$ cat src/rtl/icu_pkg.sv
// Purpose: Shared constants and types for the instruction cycle core
// Assumes: 18-bit instruction word, opcode in [17:12], operand in [11:0]
// Notes:   Opcode and ALU function codes are local to this core
package icu_pkg;

    // Phase sequencing
    localparam logic [1:0]  PHASE_RST   = 2'h0;
    localparam logic [1:0]  PHASE_STEP  = 2'h1;
    localparam logic [1:0]  PHASE_RD    = 2'h2;
    localparam logic [1:0]  PHASE_LAST  = 2'h3;

    // Widths and depths
    localparam int          PC_W        = 12;
    localparam int          IW          = 18;
    localparam int          STACK_DEPTH = 4;

    // Special data address, reset values, pc steps and completion gaps
    localparam logic [7:0]  PC_LOW_ADDR = 8'h06;
    localparam logic [11:0] PC_RST      = 12'h000;
    localparam logic [11:0] PC_ONE      = 12'h001;
    localparam logic [11:0] PC_TWO      = 12'h002;
    localparam logic [7:0]  BYTE_RST    = 8'h00;
    localparam logic [1:0]  SP_RST      = 2'h0;
    localparam logic [3:0]  GAP_ONE     = 4'h3;
    localparam logic [3:0]  GAP_TWO     = 4'h7;

    typedef enum logic [5:0] {
        OP_NOP   = 6'h00, OP_XMA   = 6'h01, OP_XAM   = 6'h02, OP_XIA   = 6'h03,
        OP_ADD   = 6'h04, OP_ADDM  = 6'h05, OP_ADDX  = 6'h06, OP_ADC   = 6'h07,
        OP_SUB   = 6'h08, OP_SUBM  = 6'h09, OP_SUBX  = 6'h0A, OP_SBC   = 6'h0B,
        OP_AND   = 6'h0C, OP_OR    = 6'h0D, OP_XOR   = 6'h0E, OP_ANDM  = 6'h0F,
        OP_ORM   = 6'h10, OP_XORM  = 6'h11, OP_ANDX  = 6'h12, OP_CMPL  = 6'h13,
        OP_CMPLA = 6'h14, OP_ADD1M = 6'h15, OP_ADD1A = 6'h16, OP_SUB1M = 6'h17,
        OP_SUB1A = 6'h18, OP_ROTR  = 6'h19, OP_ROTL  = 6'h1A, OP_ROTRC = 6'h1B,
        OP_ROTLC = 6'h1C, OP_CLRM  = 6'h1D, OP_BSET  = 6'h1E, OP_BCLR  = 6'h1F,
        OP_SKZ   = 6'h20, OP_SKBZ  = 6'h21, OP_SKBNZ = 6'h22, OP_SKINC = 6'h23,
        OP_GOTO  = 6'h24, OP_CALL  = 6'h25, OP_EXIT  = 6'h26, OP_IEXIT = 6'h27,
        OP_TBRD  = 6'h28
    } icu_op_type;

    typedef enum logic [3:0] {
        ALU_PASS  = 4'h0, ALU_ADD   = 4'h1, ALU_ADC   = 4'h2, ALU_SUB  = 4'h3,
        ALU_SBC   = 4'h4, ALU_AND   = 4'h5, ALU_OR    = 4'h6, ALU_XOR  = 4'h7,
        ALU_CMPL  = 4'h8, ALU_ADD1  = 4'h9, ALU_SUB1  = 4'hA, ALU_ROTR = 4'hB,
        ALU_ROTL  = 4'hC, ALU_ROTRC = 4'hD, ALU_ROTLC = 4'hE
    } icu_alu_type;

endpackage
$ cat src/rtl/icu_alu.sv
// Purpose: Byte datapath for arithmetic, logic and rotate operations
// Assumes: a_in is the accumulator, b_in the operand; unary ops use b_in
// Notes:   Carry output carries borrow (1 = borrow) for subtraction
`timescale 1ns/1ps
`default_nettype none
module icu_alu (
    input  wire icu_pkg::icu_alu_type fn_in,
    input  wire logic [7:0]           a_in,
    input  wire logic [7:0]           b_in,
    input  wire logic                 c_in,
    output logic [7:0]                res_out,
    output logic                      c_out,
    output logic                      ac_out,
    output logic                      ov_out,
    output logic                      z_out
);
    logic       sub;
    logic       ci;
    logic [7:0] bx;
    logic [4:0] lo5;
    logic [8:0] s9;

    // Shared adder; SUB is a plus inverted b plus one, SBC a plus inverted b plus inverted carry
    always_comb
    begin
        sub = (fn_in == icu_pkg::ALU_SUB) || (fn_in == icu_pkg::ALU_SBC);
        bx  = sub ? ~b_in : b_in;
        case (fn_in)
            icu_pkg::ALU_ADC: ci = c_in;
            icu_pkg::ALU_SUB: ci = 1'b1;
            icu_pkg::ALU_SBC: ci = ~c_in;
            default:          ci = 1'b0;
        endcase
        lo5 = {1'b0, a_in[3:0]} + {1'b0, bx[3:0]} + {4'h0, ci};
        s9  = {1'b0, a_in} + {1'b0, bx} + {8'h00, ci};
        res_out = b_in;
        c_out   = c_in;
        ac_out  = 1'b0;
        ov_out  = 1'b0;
        case (fn_in)
            icu_pkg::ALU_ADD, icu_pkg::ALU_ADC, icu_pkg::ALU_SUB, icu_pkg::ALU_SBC:
            begin
                res_out = s9[7:0];
                c_out   = s9[8] ^ sub;
                ac_out  = lo5[4] ^ sub;
                ov_out  = (a_in[7] == bx[7]) && (s9[7] != a_in[7]);
            end
            icu_pkg::ALU_AND:   res_out = a_in & b_in;
            icu_pkg::ALU_OR:    res_out = a_in | b_in;
            icu_pkg::ALU_XOR:   res_out = a_in ^ b_in;
            icu_pkg::ALU_CMPL:  res_out = ~b_in;
            icu_pkg::ALU_ADD1:  res_out = b_in + 8'h01;
            icu_pkg::ALU_SUB1:  res_out = b_in - 8'h01;
            icu_pkg::ALU_ROTR:  res_out = {b_in[0], b_in[7:1]};
            icu_pkg::ALU_ROTL:  res_out = {b_in[6:0], b_in[7]};
            icu_pkg::ALU_ROTRC:
            begin
                res_out = {c_in, b_in[7:1]};
                c_out   = b_in[0];
            end
            icu_pkg::ALU_ROTLC:
            begin
                res_out = {b_in[6:0], c_in};
                c_out   = b_in[7];
            end
            default:            res_out = b_in;
        endcase
        z_out = (res_out == 8'h00);
    end
endmodule
`default_nettype wire

$ cat src/rtl/icu_core.sv
// Purpose: Instruction cycle sequencing and execution of the core
// Assumes: Program and data memory answer within one clock, same clock
// Notes:   Two-cycle instructions run a second, non-executing cycle
`timescale 1ns/1ps
`default_nettype none
module icu_core (
    input  wire logic        clk_in,
    input  wire logic        rst_in,
    output logic [11:0]      prog_addr_out,
    input  wire logic [17:0] prog_data_in,
    output logic [7:0]       dmem_addr_out,
    output logic [7:0]       dmem_wdata_out,
    output logic             dmem_we_out,
    input  wire logic [7:0]  dmem_rdata_in,
    output logic [7:0]       acc_out,
    output logic [3:0]       flags_out,
    output logic [9:0]       table_high_out,
    output logic             int_enable_out,
    output logic             instr_done_out
);
    logic [1:0]  phase_w;
    logic [11:0] pc_q, pc_d, pa_q, pa_d;
    logic [17:0] ir_q, ir_d, tw_q, tw_d;
    logic [7:0]  da_q, da_d, wd_q, wd_d, mdr_q, mdr_d, acc_q, acc_d;
    logic        we_q, we_d, dm_q, dm_d, tb_q, tb_d, ie_q, ie_d, dn_q, dn_d;
    logic        z_q, z_d, c_q, c_d, ac_q, ac_d, ov_q, ov_d;
    logic [9:0]  th_q, th_d;
    logic [1:0]  sp_q, sp_d;
    logic [11:0] stk_q [icu_pkg::STACK_DEPTH];
    logic [11:0] stk_d [icu_pkg::STACK_DEPTH];

    icu_pkg::icu_op_type  op_w;
    icu_pkg::icu_alu_type fn_w;
    logic [7:0]  b_w, res_w, mask_w;
    logic        rc_w, rac_w, rov_w, rz_w;
    logic        dmem_w, dacc_w, fa_w, fz_w, fc_w, skop_w, skip_w;
    logic        exec_w, lowpc_w;
    logic [11:0] pc1_w, pc2_w, top_w, nxt;

    icu_phase u_phase (
        .clk_in    (clk_in),
        .rst_in    (rst_in),
        .phase_out (phase_w)
    );

    // Operation decode: function, operand source and destination
    always_comb
    begin
        op_w   = icu_pkg::icu_op_type'(ir_q[17:12]);
        mask_w = 8'h01 << ir_q[10:8];
        case (op_w)
            icu_pkg::OP_ADD, icu_pkg::OP_ADDM, icu_pkg::OP_ADDX: fn_w = icu_pkg::ALU_ADD;
            icu_pkg::OP_ADC:  fn_w = icu_pkg::ALU_ADC;
            icu_pkg::OP_SUB, icu_pkg::OP_SUBM, icu_pkg::OP_SUBX: fn_w = icu_pkg::ALU_SUB;
            icu_pkg::OP_SBC:  fn_w = icu_pkg::ALU_SBC;
            icu_pkg::OP_AND, icu_pkg::OP_ANDM, icu_pkg::OP_ANDX: fn_w = icu_pkg::ALU_AND;
            icu_pkg::OP_OR, icu_pkg::OP_ORM:   fn_w = icu_pkg::ALU_OR;
            icu_pkg::OP_XOR, icu_pkg::OP_XORM: fn_w = icu_pkg::ALU_XOR;
            icu_pkg::OP_CMPL, icu_pkg::OP_CMPLA: fn_w = icu_pkg::ALU_CMPL;
            icu_pkg::OP_ADD1M, icu_pkg::OP_ADD1A, icu_pkg::OP_SKINC: fn_w = icu_pkg::ALU_ADD1;
            icu_pkg::OP_SUB1M, icu_pkg::OP_SUB1A: fn_w = icu_pkg::ALU_SUB1;
            icu_pkg::OP_ROTR:  fn_w = icu_pkg::ALU_ROTR;
            icu_pkg::OP_ROTL:  fn_w = icu_pkg::ALU_ROTL;
            icu_pkg::OP_ROTRC: fn_w = icu_pkg::ALU_ROTRC;
            icu_pkg::OP_ROTLC: fn_w = icu_pkg::ALU_ROTLC;
            default:           fn_w = icu_pkg::ALU_PASS;
        endcase
        // Operand b: memory byte, accumulator, immediate, zero or bit-edited byte
        case (op_w)
            icu_pkg::OP_XAM:  b_w = acc_q;
            icu_pkg::OP_XIA, icu_pkg::OP_ADDX, icu_pkg::OP_SUBX,
            icu_pkg::OP_ANDX: b_w = ir_q[7:0];
            icu_pkg::OP_CLRM: b_w = icu_pkg::BYTE_RST;
            icu_pkg::OP_BSET: b_w = mdr_q | mask_w;
            icu_pkg::OP_BCLR: b_w = mdr_q & ~mask_w;
            default:          b_w = mdr_q;
        endcase
        // Results land in acc or memory; the acc is always one ALU input
        dacc_w = op_w inside {icu_pkg::OP_XMA, icu_pkg::OP_XIA, icu_pkg::OP_ADD,
                 icu_pkg::OP_ADDX, icu_pkg::OP_ADC, icu_pkg::OP_SUB, icu_pkg::OP_SUBX,
                 icu_pkg::OP_SBC, icu_pkg::OP_AND, icu_pkg::OP_OR, icu_pkg::OP_XOR,
                 icu_pkg::OP_ANDX, icu_pkg::OP_CMPLA, icu_pkg::OP_ADD1A,
                 icu_pkg::OP_SUB1A};
        dmem_w = op_w inside {icu_pkg::OP_XAM, icu_pkg::OP_ADDM, icu_pkg::OP_SUBM,
                 icu_pkg::OP_ANDM, icu_pkg::OP_ORM, icu_pkg::OP_XORM, icu_pkg::OP_CMPL,
                 icu_pkg::OP_ADD1M, icu_pkg::OP_SUB1M, icu_pkg::OP_ROTR, icu_pkg::OP_ROTL,
                 icu_pkg::OP_ROTRC, icu_pkg::OP_ROTLC, icu_pkg::OP_CLRM, icu_pkg::OP_BSET,
                 icu_pkg::OP_BCLR, icu_pkg::OP_SKINC};
        fa_w = fn_w inside {icu_pkg::ALU_ADD, icu_pkg::ALU_ADC, icu_pkg::ALU_SUB,
               icu_pkg::ALU_SBC};
        fz_w = (fa_w || (fn_w inside {icu_pkg::ALU_AND, icu_pkg::ALU_OR, icu_pkg::ALU_XOR,
               icu_pkg::ALU_CMPL, icu_pkg::ALU_ADD1, icu_pkg::ALU_SUB1}))
               && (op_w != icu_pkg::OP_SKINC);
        fc_w = fn_w inside {icu_pkg::ALU_ROTRC, icu_pkg::ALU_ROTLC};
    end

    icu_alu u_alu (
        .fn_in   (fn_w),
        .a_in    (acc_q),
        .b_in    (b_w),
        .c_in    (c_q),
        .res_out (res_w),
        .c_out   (rc_w),
        .ac_out  (rac_w),
        .ov_out  (rov_w),
        .z_out   (rz_w)
    );

    // Skip tests and program counter candidates
    always_comb
    begin
        pc1_w  = pc_q + icu_pkg::PC_ONE;
        pc2_w  = pc_q + icu_pkg::PC_TWO;
        top_w  = stk_q[sp_q - 2'h1];
        exec_w = (phase_w == icu_pkg::PHASE_LAST) && !dm_q;
        lowpc_w = dmem_w && (da_q == icu_pkg::PC_LOW_ADDR);
        skop_w = op_w inside {icu_pkg::OP_SKZ, icu_pkg::OP_SKBZ, icu_pkg::OP_SKBNZ,
                 icu_pkg::OP_SKINC};
        case (op_w)
            icu_pkg::OP_SKZ:   skip_w = (mdr_q == icu_pkg::BYTE_RST);
            icu_pkg::OP_SKBZ:  skip_w = !(|(mdr_q & mask_w));
            icu_pkg::OP_SKBNZ: skip_w = |(mdr_q & mask_w);
            icu_pkg::OP_SKINC: skip_w = rz_w;
            default:           skip_w = 1'b0;
        endcase
    end

    // Next state of the whole core, stepped by the phase counter
    always_comb
    begin
        pc_d = pc_q;
        pa_d = pa_q;
        ir_d = ir_q;
        tw_d = tw_q;
        da_d = da_q;
        wd_d = wd_q;
        mdr_d = mdr_q;
        acc_d = acc_q;
        we_d = 1'b0;
        dn_d = 1'b0;
        dm_d = dm_q;
        tb_d = tb_q;
        ie_d = ie_q;
        z_d = z_q;
        c_d = c_q;
        ac_d = ac_q;
        ov_d = ov_q;
        th_d = th_q;
        sp_d = sp_q;
        stk_d = stk_q;
        nxt = pc1_w;
        case (phase_w)
            icu_pkg::PHASE_RST:
            begin
                if (!dm_q)
                begin
                    ir_d = prog_data_in;
                    da_d = prog_data_in[7:0];
                end
            end
            icu_pkg::PHASE_RD:
            begin
                if (tb_q)
                    tw_d = prog_data_in;
                else if (!dm_q)
                    mdr_d = (da_q == icu_pkg::PC_LOW_ADDR) ? pc_q[7:0] : dmem_rdata_in;
            end
            icu_pkg::PHASE_LAST:
            begin
                if (dm_q)
                begin
                    // Second cycle: finish a table read, refetch at pc
                    dm_d = 1'b0;
                    tb_d = 1'b0;
                    dn_d = 1'b1;
                    pa_d = pc_q;
                    if (tb_q)
                    begin
                        we_d = 1'b1;
                        wd_d = tw_q[7:0];
                        th_d = tw_q[17:8];
                    end
                end
                else
                begin
                    case (op_w)
                        icu_pkg::OP_GOTO:
                        begin
                            nxt = ir_q[11:0];
                            dm_d = 1'b1;
                        end
                        icu_pkg::OP_CALL:
                        begin
                            stk_d[sp_q] = pc1_w;
                            sp_d = sp_q + 2'h1;
                            nxt = ir_q[11:0];
                            dm_d = 1'b1;
                        end
                        icu_pkg::OP_EXIT, icu_pkg::OP_IEXIT:
                        begin
                            sp_d = sp_q - 2'h1;
                            nxt = top_w;
                            dm_d = 1'b1;
                            ie_d = ie_q || (op_w == icu_pkg::OP_IEXIT);
                        end
                        icu_pkg::OP_TBRD:
                        begin
                            tb_d = 1'b1;
                            dm_d = 1'b1;
                        end
                        default:
                        begin
                            if (dacc_w)
                                acc_d = res_w;
                            if (lowpc_w)
                            begin
                                nxt = {pc_q[11:8], res_w};
                                dm_d = 1'b1;
                            end
                            else if (dmem_w)
                            begin
                                we_d = 1'b1;
                                wd_d = res_w;
                            end
                            if (skip_w)
                            begin
                                nxt = pc2_w;
                                dm_d = 1'b1;
                            end
                        end
                    endcase
                    if (fz_w)
                        z_d = rz_w;
                    if (fa_w || fc_w)
                        c_d = rc_w;
                    if (fa_w)
                    begin
                        ac_d = rac_w;
                        ov_d = rov_w;
                    end
                    pc_d = nxt;
                    pa_d = (op_w == icu_pkg::OP_TBRD) ? {pc_q[11:8], acc_q} : nxt;
                    dn_d = !dm_d;
                end
            end
            default:
            begin
                dn_d = 1'b0;
            end
        endcase
    end

    // State registers
    always_ff @(posedge clk_in or posedge rst_in)
    begin
        if (rst_in)
        begin
            pc_q <= icu_pkg::PC_RST;
            pa_q <= icu_pkg::PC_RST;
            ir_q <= '0;
            tw_q <= '0;
            da_q <= icu_pkg::BYTE_RST;
            wd_q <= icu_pkg::BYTE_RST;
            mdr_q <= icu_pkg::BYTE_RST;
            acc_q <= icu_pkg::BYTE_RST;
            {we_q, dn_q, dm_q, tb_q, ie_q} <= 5'h00;
            {z_q, c_q, ac_q, ov_q} <= 4'h0;
            th_q <= '0;
            sp_q <= icu_pkg::SP_RST;
            for (int i = 0; i < icu_pkg::STACK_DEPTH; i++)
                stk_q[i] <= icu_pkg::PC_RST;
        end
        else
        begin
            pc_q <= pc_d;
            pa_q <= pa_d;
            ir_q <= ir_d;
            tw_q <= tw_d;
            da_q <= da_d;
            wd_q <= wd_d;
            mdr_q <= mdr_d;
            acc_q <= acc_d;
            {we_q, dn_q, dm_q, tb_q, ie_q} <= {we_d, dn_d, dm_d, tb_d, ie_d};
            {z_q, c_q, ac_q, ov_q} <= {z_d, c_d, ac_d, ov_d};
            th_q <= th_d;
            sp_q <= sp_d;
            stk_q <= stk_d;
        end
    end

    assign prog_addr_out  = pa_q;
    assign dmem_addr_out  = da_q;
    assign dmem_wdata_out = wd_q;
    assign dmem_we_out    = we_q;
    assign acc_out        = acc_q;
    assign flags_out      = {ov_q, ac_q, c_q, z_q};
    assign table_high_out = th_q;
    assign int_enable_out = ie_q;
    assign instr_done_out = dn_q;

    // Spacing between completions, for the checks below
    logic [3:0] gap_q;
    logic       lng_q, seen_q;
    always_ff @(posedge clk_in or posedge rst_in)
    begin
        if (rst_in)
            {gap_q, lng_q, seen_q} <= 6'h00;
        else
        begin
            gap_q  <= dn_q ? 4'h0 : gap_q + 4'h1;
            lng_q  <= dn_q ? 1'b0 : (lng_q | dm_q);
            seen_q <= seen_q | dn_q;
        end
    end
endmodule
`default_nettype wire

$ cat src/rtl/icu_phase.sv
// Purpose: Four-phase sequencer of the instruction cycle
// Assumes: One system clock, asynchronous active-high reset
// Notes:   Phase wraps 0..3 without pause
`timescale 1ns/1ps
`default_nettype none
module icu_phase (
    input  wire logic       clk_in,
    input  wire logic       rst_in,
    output logic [1:0]      phase_out
);
    logic [1:0] phase_q;
    logic [1:0] phase_d;

    // Next phase, wrapping after the last one
    always_comb
    begin
        phase_d = phase_q + icu_pkg::PHASE_STEP;
    end

    // Phase register, back to phase zero on reset
    always_ff @(posedge clk_in or posedge rst_in)
    begin
        if (rst_in)
            phase_q <= icu_pkg::PHASE_RST;
        else
            phase_q <= phase_d;
    end

    assign phase_out = phase_q;
endmodule
`default_nettype wire

$ cat config.mk
export PLATFORM = sky130hd
export DESIGN_NAME = icu_core
export DESIGN_NICKNAME = d
export VERILOG_FILES = /design/src/rtl/icu_pkg.sv /design/src/rtl/icu_alu.sv /design/src/rtl/icu_core.sv /design/src/rtl/icu_phase.sv
export SDC_FILE = /design/constraint.sdc
export NUM_CORES = 1
export LEC_CHECK = 0
export ABC_AREA = 1
export BUFFER_PORTS_ARGS = -buffer_cell sky130_fd_sc_hd__buf_2
export CORE_MARGIN = 2
export CORE_UTILIZATION = 48
export DETAILED_ROUTE_END_ITERATION = 7
export PLACE_DENSITY = 0.7
export SLEW_MARGIN = 20
export SYNTH_ARGS = -nofsm -noshare
export SYNTH_HDL_FRONTEND = slang
export SYNTH_SLANG_ARGS = --single-unit
export TNS_END_PERCENT = 5
$ cat constraint.sdc
create_clock -name clk_in -period 9.98 [get_ports clk_in]
set_clock_uncertainty 0.2 [all_clocks]
set_input_delay 2.495 -clock clk_in [delete_from_list [all_inputs] [get_ports clk_in]]
set_output_delay 2.495 -clock clk_in [all_outputs]
set_load 0.1 [all_outputs]
==> results of run 1 <==
-- per-layer routing --
layer  wire [µm]  up-vias  share of wire, %
met5           0        -                 0
met1       14300     4875                42
li1            -     4896                 -
met3        2310      114               6.8
met2       15700      434                46
met4        1870        0               5.5
-- worst max-delay path by stage --
stage                             to  slack (ns)
floorplan                       ac_q        3.11
global placement    prog_addr_out[4]        4.20
detailed placement  prog_addr_out[2]        4.16
CTS                 prog_addr_out[2]        4.13
global route        prog_addr_out[3]        3.53
finish              prog_addr_out[1]        4.02
-- cell usage after synthesis (4+ instances only) --
| cell type | instances | share of area (%) |
|---|---|---|
| xor2_1 | 21 | 1.8 |
| nor2_4 | 5 | 0.54 |
| dfrtp_1 | 155 | 37 |
| inv_1 | 128 | 4.6 |
| o21ai_0 | 152 | 7.4 |
| buf_4 | 16 | 1.2 |
| a211oi_1 | 6 | 0.44 |
| mux2_2 | 13 | 1.4 |
| clkbuf_1 | 41 | 1.5 |
| a221oi_1 | 11 | 0.93 |
| inv_2 | 9 | 0.33 |
| nand2_1 | 405 | 15 |
| a21oi_1 | 58 | 2.8 |
| o22ai_1 | 11 | 0.67 |
| nor3_1 | 12 | 0.58 |
| nand3_1 | 125 | 6.0 |
| nor2_1 | 132 | 4.8 |
| nor2_2 | 10 | 0.60 |
| ha_1 | 39 | 4.7 |
| nor4_1 | 5 | 0.30 |
| xnor2_1 | 4 | 0.34 |
| nand4_1 | 13 | 0.79 |
| a31oi_1 | 23 | 1.4 |
| nand2_2 | 10 | 0.60 |
| nand3_2 | 4 | 0.39 |
-- per-stage QoR --
stage,setup slack [ns],cells,area (µm²)
2_1_floorplan,3.11,1455,10300
3_3_place_gp,4.20,1754,10800
3_5_place_dp,4.16,1754,10800
4_1_cts,4.13,1786,11400
5_1_grt,3.53,1786,11400
6_report,4.02,1786,11400
-- sequential cells by signal, summed over array words and instances, names as in the netlist, 2 cells and up --
name               count
mdr_q                  8
ir_q                  18
sp_q                   2
dmem_wdata_out         8
stk_q                 48
tw_q                  18
acc_out                8
u_phase.phase_out      2
prog_addr_out         12
table_high_out        10
pc_q                  12
-- cells by family after synthesis --
group	synth area share (%)
mux	1.41
flops	37.5
xor+xnor	2.12
fa+ha+maj	5.30
simple gates	30.0
compound gates	15.5
buf+inv	8.12
-- area by class of cell --
type | count | area [µm²]
inverters | 140 | 531
repair buffers | 87 | 453
clock inverters | 14 | 148
fillers | 2078 | 9660
clock buffers | 18 | 439
well taps | 275 | 344
multi-input cells | 1097 | 5630
flip-flops and latches | 155 | 3880
-- worst register-to-register path, delay by kind of cell (launching register included) --
kind	cells	cell delay, ns
adders and majority gates	3	1.22
buffers and inverters	2	0.16
xor gates and xnor gates	2	0.33
and+or+nand+nor	23	3.48
DFF	1	0.47
-- layout by cell type (no fill, tap or decap), types with 4 or more instances in the layout --
master / instances
a31oi_1: 23
nor2_2: 11
nand3_1: 125
nand3_2: 4
inv_2: 9
inv_1: 127
ha_1: 39
nor2_1: 131
nand4_1: 13
o21ai_0: 152
a221oi_1: 11
nor4_1: 5
nand2_1: 404
a211oi_1: 6
buf_4: 7
xor2_1: 21
o22ai_1: 11
xnor2_1: 4
clkbuf_16: 17
nand2_2: 11
nor3_1: 12
nor2_4: 5
mux2_2: 13
inv_8: 4
dfrtp_1: 155
a21oi_1: 58
inv_6: 5
buf_2: 80
==> flow_metrics.env, run 1 <==
export IMPL_synth_edf_count=0
export IMPL_tns_ns=0
export IMPL_grt_busiest_layer="met2"
export IMPL_critPathMostFrequentCell="nand2_1"
export IMPL_syn_num_nets=1525
export IMPL_post_route_util_pct=54.2
export IMPL_grt_ovfl_total=0
export IMPL_rsz0062_at_grt="false"
export IMPL_synthArstFlopShare_pct=100
export IMPL_r2r_cells=30
export IMPL_r2r_start="ir_q[12]"
export IMPL_core_mm2=0.0211
export IMPL_use_met1_pct=40.8
export IMPL_grt_pass1_wl_mm=54.2
export IMPL_yosysWarnings=0
export IMPL_cts_hold_buf=0
export IMPL_die_h_um=151
export IMPL_clk_pin_slew_worst_paths_ns=0.07
export IMPL_fin_crit_ns=5.96
export IMPL_yosysUniqueCellTypes=50
export IMPL_synth_main_ff_cell="dfrtp_1"
export IMPL_clock_latency_ns=0.45
export IMPL_maxSlewHeadroom_pct=29.7
export IMPL_hold_end="u_phase.phase_out[0]"
export IMPL_worst_path_stages=30
export IMPL_hold_path_depth=1
export IMPL_hold_viol=0
export IMPL_critPathMaxFanout=13
export IMPL_row_count=53
export IMPL_outcome="completed"
export IMPL_grt_max_degree=106
export IMPL_crit_family="simple AND/OR/NAND/NOR gates"
export IMPL_slowest_stage="nand2_1"
export IMPL_dp_hpwl_mm=25.2
export IMPL_min_delay_start="u_phase.phase_out[0]"
export IMPL_ys_seq_area_share_pct=37.5
export IMPL_r2r_slack_ns=4.02
export IMPL_drive_gt1_share_pct=11.8
export IMPL_r2r_end="prog_addr_out[1]"
export IMPL_port_buffers=80
export IMPL_post_cts_resized_instances=0
export IMPL_critPathCaptureType="register"
export IMPL_grt_use_total_pct=31.3
export IMPL_numCtsBuffers=17
export IMPL_die_x_um=151
export IMPL_final_nets=1568
export IMPL_critPathLaunch="ir_q[12]"
export IMPL_grtUsageMet2_pct=50.2
export IMPL_setup_viol=0
export IMPL_cap_viol_max_count=0
export IMPL_routabilityCongestion=0.971
export IMPL_cts_root_buf="clkbuf_16"
export IMPL_avgSynthCellArea_um2=7.11
export IMPL_drcViolationCount=0
export IMPL_syn2layout_area_growth_pct=10.4
export IMPL_worst_slew_pin_slew_ns=1.05
export IMPL_post_route_period_util_pct=59.7
export IMPL_ant_nets=0
export IMPL_clock_sinks=155
export IMPL_num_io_pins=81
export IMPL_first_iter_violations=997
export IMPL_viasPerCell=5.78
export IMPL_crit_type="reg -> reg"
export IMPL_synth_cells=1455
export IMPL_drtPass1Iterations=7
export IMPL_max_stage_delay_ns=0.48
export IMPL_met3_usage_pct=5.27
export IMPL_fmax_mhz=168
export IMPL_hold_path_class="reg -> reg"
export IMPL_cts_max_level=4
export IMPL_hold_worst_slack_ns=0.269
export IMPL_ys_ff_latch=155
export IMPL_wl_per_cell_um=19.1
export IMPL_cts_tree="built"
export IMPL_n_antenna_cell=0
export IMPL_synth_cell_area_mm2=0.0103
export IMPL_crit_required_ns=10.11
export IMPL_post_cts_buffers=0
export IMPL_vias=10300
export IMPL_fp_dieArea_mm2=0.0227
export IMPL_grt_pass1_vias=9867
export IMPL_clock_path_buffers=2
export IMPL_arrival_ns=6.09
export IMPL_crit_path_start_kind="register"
export IMPL_drv_slew=0
export IMPL_crit_buf_inv=2
export IMPL_drt_total_wl_mm=34.2
export IMPL_start_util_pct=49.1
export IMPL_grt_antenna_before_repair=0
Power of run 1 is left out: the tool's default activity adds up to more than one toggle a clock period on the data nets, which glitch-free logic cannot reach.
==> run 2: changes to the inputs <==
- ABC_AREA: 1 -> 0
- PLACE_DENSITY: 0.7 -> 0.73
- clock period: 9.98 -> 5.22 ns (I/O delays scaled with it)
==> run 2 against run 1 <==
The flow now finishes with violations (setup timing). Cell count shrank 9.1%. Cell area up 14%. Utilization grew 5.7 points. First-iteration DRC count down 19%. Critical path type unchanged.
==> flow_metrics.env, run 2 <==
export IMPL_outcome="finished with violations"
export IMPL_drtPass1Iterations=5
export IMPL_clock_path_buffers=2
export IMPL_synth_top_area_share_pct=36.7
export IMPL_hold_path_class="reg -> reg"
export IMPL_synthSimpleGateAreaFrac_pct=17.2
export IMPL_finalWorstSetupSlack_ns=-0.731
export IMPL_routabilityCongestion=0.981
export IMPL_grt_max_degree=106
export IMPL_ys_seq_area_share_pct=36.7
export IMPL_power_density_mw_per_mm2=553
export IMPL_final_nets=1400
export IMPL_crit_type="reg -> reg"
export IMPL_die_x_um=152
export IMPL_port_buffers=80
export IMPL_largest_register_ffs=48
export IMPL_critPathMaxFanout=3
export IMPL_vias=9961
export IMPL_grt_ovfl_total=0
export IMPL_first_iter_violations=809
export IMPL_power_total_mw=7.18
export IMPL_drive_gt1_share_pct=31.6
export IMPL_synth_compound_area_share_pct=20.5
export IMPL_fmax_mhz=168
export IMPL_cts_tree="built"
export IMPL_synthArstFlopShare_pct=100
export IMPL_yosysWarnings=0
export IMPL_synth_cells=1146
export IMPL_synth_common_cells="155 x dfrtp_1, 137 x nand2_1, 106 x o21ai_0, 84 x nor2_1, 63 x clkbuf_1"
export IMPL_top_regs="stk_q (48), ir_q (18), tw_q (18)"
export IMPL_synth_xor_area_share_pct=3.07
export IMPL_grt_pass1_vias=9956
export IMPL_cts_max_level=4
export IMPL_synth_area_leader_cell="dfrtp_1"
export IMPL_r2r_slack_ns=-0.73
export IMPL_ys_ff_latch=155
export IMPL_tns_ns=-13.70
export IMPL_grt_pass1_wl_mm=55.4
export IMPL_r2r_cells=23
export IMPL_viasPerCell=6.14
export IMPL_n_antenna_cell=0
export IMPL_post_route_period_util_pct=114
export IMPL_synth_main_ff_cell="dfrtp_1"
export IMPL_cts_root_buf="clkbuf_16"
export IMPL_synth_cell_area_mm2=0.0106
export IMPL_grt_use_total_pct=30.4
export IMPL_num_io_pins=81
export IMPL_fp_dieArea_mm2=0.0232
export IMPL_wl_per_cell_um=21.8
export IMPL_place_area_mm2=0.0122
export IMPL_final_cell_mix="177 x buf_4, 155 x dfrtp_1, 137 x nand2_1, 97 x o21ai_0, 81 x nor2_1"
export IMPL_synth_most_common_cell="dfrtp_1"
export IMPL_crit_path_start_kind="register"
export IMPL_avgSynthCellArea_um2=9.22
export IMPL_die_h_um=152
export IMPL_setup_viol=27
export IMPL_worst_slew_pin_slew_ns=1.12
export IMPL_synth_edf_count=0
export IMPL_drt_total_wl_mm=35.3
export IMPL_cellLeakagePower_nw=6.00
export IMPL_ir_drop_mv=0.343
export IMPL_drv_slew=0
export IMPL_drcViolationCount=0
export IMPL_hold_viol=0
export IMPL_synthAdderAreaFrac_pct=5.19
export IMPL_cts_hold_buf=0
export IMPL_crit_required_ns=5.34
export IMPL_numCtsBuffers=17
export IMPL_r2r_end="pc_q[0]"
export IMPL_top_register="stk_q"
export IMPL_clock_latency_ns=0.44
export IMPL_critPathCaptureType="register"
export IMPL_core_mm2=0.0217
export IMPL_maxSlewHeadroom_pct=25.2
export IMPL_violations="setup timing"
export IMPL_row_count=54
export IMPL_dp_hpwl_mm=25.9
export IMPL_clk_pin_slew_worst_paths_ns=0.07
export IMPL_yosysUniqueCellTypes=96
export IMPL_synthMuxAreaShare_pct=11.8
export IMPL_cap_viol_max_count=0
export IMPL_final_cell_area_mm2=0.0130
export IMPL_rsz0062_at_grt="true"
export IMPL_syn_num_nets=1216
export IMPL_synth_area_leaders="dfrtp_1 37%, mux2_2 6.1%, o21ai_0 5.0%"
export IMPL_crit_end="pc_q[0]"
export IMPL_final_common_cell="buf_4"
export IMPL_start_util_pct=48.7
export IMPL_fin_crit_ns=5.95
export IMPL_grt_antenna_before_repair=0
export IMPL_arrival_ns=6.07
export IMPL_synth_top_family_by_area="compound AO/OA/AOI/OAI gates"
export IMPL_ant_nets=0
export IMPL_critPathLaunch="ir_q[13]"
export IMPL_syn2layout_area_growth_pct=22.8
export IMPL_clock_sinks=155
export IMPL_r2r_start="ir_q[13]"
-- run 2: cell types whose count changed in the layout (fill, tap and decap cells not counted), moves of 50 or more --
cell and delta:
buf_4 +170, nand2_1 -267, o21ai_0 -55, inv_1 -100
nand3_1 -101, nor2_1 -50
-- run 2: worst min path at each step --
stage	cells past startpoint	startpoint	slack, ns	end
6_report	2	stk_q[6]	0.28	stk_q[6]
5_1_grt	1	u_phase.phase_out[0]	0.30	u_phase.phase_out[0]
4_1_cts	1	u_phase.phase_out[0]	0.27	u_phase.phase_out[0]
3_5_place_dp	1	u_phase.phase_out[0]	0.26	u_phase.phase_out[0]
3_3_place_gp	1	int_enable_out	0.25	int_enable_out
2_1_floorplan	1	u_phase.phase_out[0]	0.23	u_phase.phase_out[0]
-- run 2: logic make-up after synthesis --
group | Yosys count
buf+inv | 124
mux | 101
flops | 155
compound gates | 318
xor+xnor | 37
fa+ha+maj | 42
simple gates | 369
-- run 2: layout make-up --
cell class / instances / area, µm²
fillers: 1867 / 8700
multi-input cells: 867 / 6290
flip-flops and latches: 155 / 3880
repair buffers: 259 / 1760
clock buffers: 18 / 429
well taps: 280 / 350
clock inverters: 14 / 161
inverters: 30 / 118
-- run 2: where the power goes --
part,switching [mW],internal (mW)
Clock,0.551,0.717
Sequential,0.379,1.47
Combinational,2.59,1.47
Total,3.51,3.66
-- run 2: critical path, cell delays in order, from the launching register on --
cell and delay [ns]:
dfrtp_1 0.40, ha_2 0.19, or4b_4 0.46, a32o_2 0.26, or2_4 0.28, a22oi_2 0.24, nor2_4 0.07, xnor2_2 0.14
fa_2 0.36, fa_2 0.36, a21o_1 0.18, a21oi_2 0.18, xnor2_1 0.12, a222oi_1 0.33, o32a_1 0.20, nand4_1 0.13
or4_4 0.47, nor4b_4 0.29, buf_4 0.18, a211oi_1 0.07, o221ai_1 0.27, buf_4 0.17, o2111ai_2 0.12, o21a_1 0.15
-- run 2: per-stage QoR --
| step | hold slack, ns | setup slack [ns] | utilization (%) | cells |
|---|---|---|---|---|
| detailed placement | 0.263 | -0.743 | 56.4 | 1587 |
| global placement | 0.250 | -0.605 | 56.4 | 1587 |
| finish | 0.281 | -0.731 | 59.9 | 1623 |
| CTS | 0.271 | -0.575 | 59.6 | 1622 |
| global route | 0.297 | -0.874 | 59.9 | 1623 |
| floorplan | 0.234 | -0.809 | - | 1146 |
-- run 2: timing repair --
| item | CTS | global route |
|---|---|---|
| hold endpoints to repair | 0 | 0 |
| pin swaps | 19 | 5 |
| setup buffers | 3 | 1 |
| resized for setup | 25 | 13 |
| setup endpoints to repair | 28 | 33 |
-- run 2: metal layers --
layer,vias to the layer above,track usage [%],part of all wire (%)
li1,4553,-,-
met1,4838,38.5,39
met2,461,51.5,49
met3,109,3.95,6.8
met4,0,14.8,4.9
met5,-,0,0
No activity file was read; power rests on OpenSTA's default activity.
==> run 3: changes to the inputs <==
- SYNTH_HIERARCHICAL: not set -> 1
==> run 3 against run 2 <==
The flow still finishes with violations (setup timing). Flip-flop and latch count unchanged. Sequential power about the same. Power up 15%. Via count up 0.24%. Combinational power up 26%. Critical path type unchanged. Critical endpoint is now prog_addr_out[0]. Largest cell class unchanged.
==> flow_metrics.env, run 3 <==
export IMPL_final_nets=1410
export IMPL_synth_common_cells="155 x dfrtp_1, 136 x nand2_1, 85 x o21ai_0, 72 x nor2_1, 65 x a21oi_1"
export IMPL_core_mm2=0.0218
export IMPL_grt_pass1_wl_mm=53.2
export IMPL_top_register="stk_q"
export IMPL_post_route_period_util_pct=117
export IMPL_row_count=54
export IMPL_wl_per_cell_um=20.7
export IMPL_top_regs="stk_q (48), ir_q (18), tw_q (18)"
export IMPL_synth_area_leaders="dfrtp_1 36%, mux2_2 5.2%, ha_1 4.8%"
export IMPL_drive_gt1_share_pct=34.3
export IMPL_rsz0062_at_grt="true"
export IMPL_die_h_um=153
export IMPL_drt_total_wl_mm=33.8
export IMPL_yosysUniqueCellTypes=94
export IMPL_worst_slew_pin_slew_ns=1.11
export IMPL_grt_use_total_pct=28.6
export IMPL_grt_max_degree=58
export IMPL_place_area_mm2=0.0122
export IMPL_arrival_ns=6.26
export IMPL_synth_edf_count=0
export IMPL_critPathMostFrequentCell="buf_4"
export IMPL_fmax_mhz=164
export IMPL_ys_ff_latch=155
export IMPL_hold_viol=0
export IMPL_max_stage_delay_ns=0.46
export IMPL_clock_sinks=155
export IMPL_synth_top_area_share_pct=36.4
export IMPL_fp_dieArea_mm2=0.0234
export IMPL_slowest_stage="dfrtp_2"
export IMPL_crit_type="reg -> reg"
export IMPL_multi_input_area_mm2=0.00652
export IMPL_cts_tree="built"
export IMPL_clk_pin_slew_worst_paths_ns=0.08
export IMPL_grt_ovfl_total=0
export IMPL_r2r_cells=30
export IMPL_tns_ns=-19.36
export IMPL_first_iter_violations=869
export IMPL_viasPerCell=6.12
export IMPL_fin_crit_ns=6.10
export IMPL_final_common_cell="buf_4"
export IMPL_power_density_mw_per_mm2=618
export IMPL_yosysWarnings=6
export IMPL_synth_main_ff_cell="dfrtp_1"
export IMPL_ys_seq_area_share_pct=36.4
export IMPL_synth_most_common_cell="dfrtp_1"
export IMPL_syn2layout_area_growth_pct=25.9
export IMPL_setup_viol=26
export IMPL_ant_nets=0
export IMPL_cts_max_level=4
export IMPL_clock_path_buffers=2
export IMPL_final_cell_area_mm2=0.0134
export IMPL_port_buffers=80
export IMPL_fill_cells=1787
export IMPL_synthArstFlopShare_pct=100
export IMPL_clock_latency_ns=0.45
export IMPL_cellLeakagePower_nw=6.08
export IMPL_cts_root_buf="clkbuf_16"
export IMPL_outcome="finished with violations"
export IMPL_n_antenna_cell=0
export IMPL_dp_hpwl_mm=24.3
export IMPL_drcViolationCount=0
export IMPL_synth_area_leader_cell="dfrtp_1"
export IMPL_drtPass1Iterations=6
export IMPL_final_cell_mix="171 x buf_4, 154 x dfrtp_1, 134 x nand2_1, 80 x buf_2, 79 x o21ai_0"
export IMPL_crit_required_ns=5.38
export IMPL_finalWorstSetupSlack_ns=-0.876
export IMPL_largest_register_ffs=48
export IMPL_grt_pass1_vias=9699
export IMPL_cap_viol_max_count=0
export IMPL_violations="setup timing"
export IMPL_synth_cell_area_mm2=0.0106
export IMPL_crit_path_start_kind="register"
export IMPL_seq_area_mm2=0.00388
export IMPL_num_io_pins=81
export IMPL_start_util_pct=48.8
export IMPL_die_x_um=153
export IMPL_numCtsBuffers=17
export IMPL_ir_drop_mv=0.339
export IMPL_routabilityCongestion=0.959
export IMPL_power_total_mw=8.27
export IMPL_avgSynthCellArea_um2=9.25
export IMPL_hold_path_depth=1
export IMPL_synth_cells=1151
export IMPL_grt_antenna_before_repair=0
export IMPL_vias=9985
export IMPL_syn_num_nets=1223
export IMPL_hold_path_class="reg -> reg"
export IMPL_place_ws_ns=-0.745
export IMPL_critPathCaptureType="register"
export IMPL_maxSlewHeadroom_pct=25.9
export IMPL_drv_slew=0
export IMPL_critPathMaxFanout=5
[run 3: worst paths after layout]
kind	from	endpoint	slack (ns)
max in group asynchronous	rst_in	acc_out[4]	3.34
hold reg to reg	int_enable_out	int_enable_out	0.28
setup / recovery	ir_q[13]	prog_addr_out[0]	-0.88
hold / removal	int_enable_out	int_enable_out	0.28
setup reg to reg	ir_q[13]	prog_addr_out[0]	-0.88
min in group asynchronous	rst_in	u_phase/phase_out[1]	0.54
[run 3: kinds of logic (layout without fill, tap and decap cells)]
family	Yosys count	after routing	synth area share, %
mux	106	106	12.5
simple gates	341	341	15.4
fa+ha+maj	46	46	5.57
buf+inv	133	333	6.47
xor+xnor	43	43	3.54
flops	155	155	36.4
compound gates	327	327	20.1
[run 3: area by class of cell]
type,count,share of cell area (%)
flip-flops and latches,155,29.0
repair buffers,263,14.0
multi-input cells,863,48.7
clock inverters,15,1.43
clock buffers,17,3.18
inverters,38,1.09
well taps,280,2.62
[run 3: what timing repair did]
| item | in CTS | in global routing |
|---|---|---|
| setup endpoints to repair | 26 | 26 |
| endpoints found under the hold margin | 0 | 0 |
| pin swaps | 25 | 40 |
| buffers inserted | 19 | 7 |
| resized for setup | 27 | 36 |
| hold buffers | 0 | 0 |
[run 3: routing by layer]
layer,global-route usage [%],routed length (µm),up-vias
met4,12.8,1640,0
li1,-,-,4549
met1,38.8,13900,4829
met3,4.96,2680,111
met5,0,0,-
met2,45.2,15600,496
[run 3: critical path, delay by kind of cell, from the launching register on]
family	cells	cell delay, ns
compound gates	9	1.87
mux	1	0.34
buf+inv	9	1.07
xor+xnor	2	0.29
flops	1	0.46
simple gates	7	1.21
fa+ha+maj	2	0.54
[run 3: metrics by stage]
stage          cells  hold WS [ns]  util (%)
4_1_cts         1623         0.281      60.2
3_5_place_dp    1572         0.263      56.1
6_report        1631         0.280      61.4
3_3_place_gp    1572         0.252      56.1
5_1_grt         1631         0.303      61.4
2_1_floorplan   1151         0.245         -
[run 3: report_power, final]
part	internal (mW)	total [mW]	leakage (nW)	switching (mW)
registers	1.51	1.87	1.98	0.355
logic	1.91	5.13	3.80	3.22
clock network	0.654	1.27	0.299	0.618
total	4.08	8.27	6.08	4.19
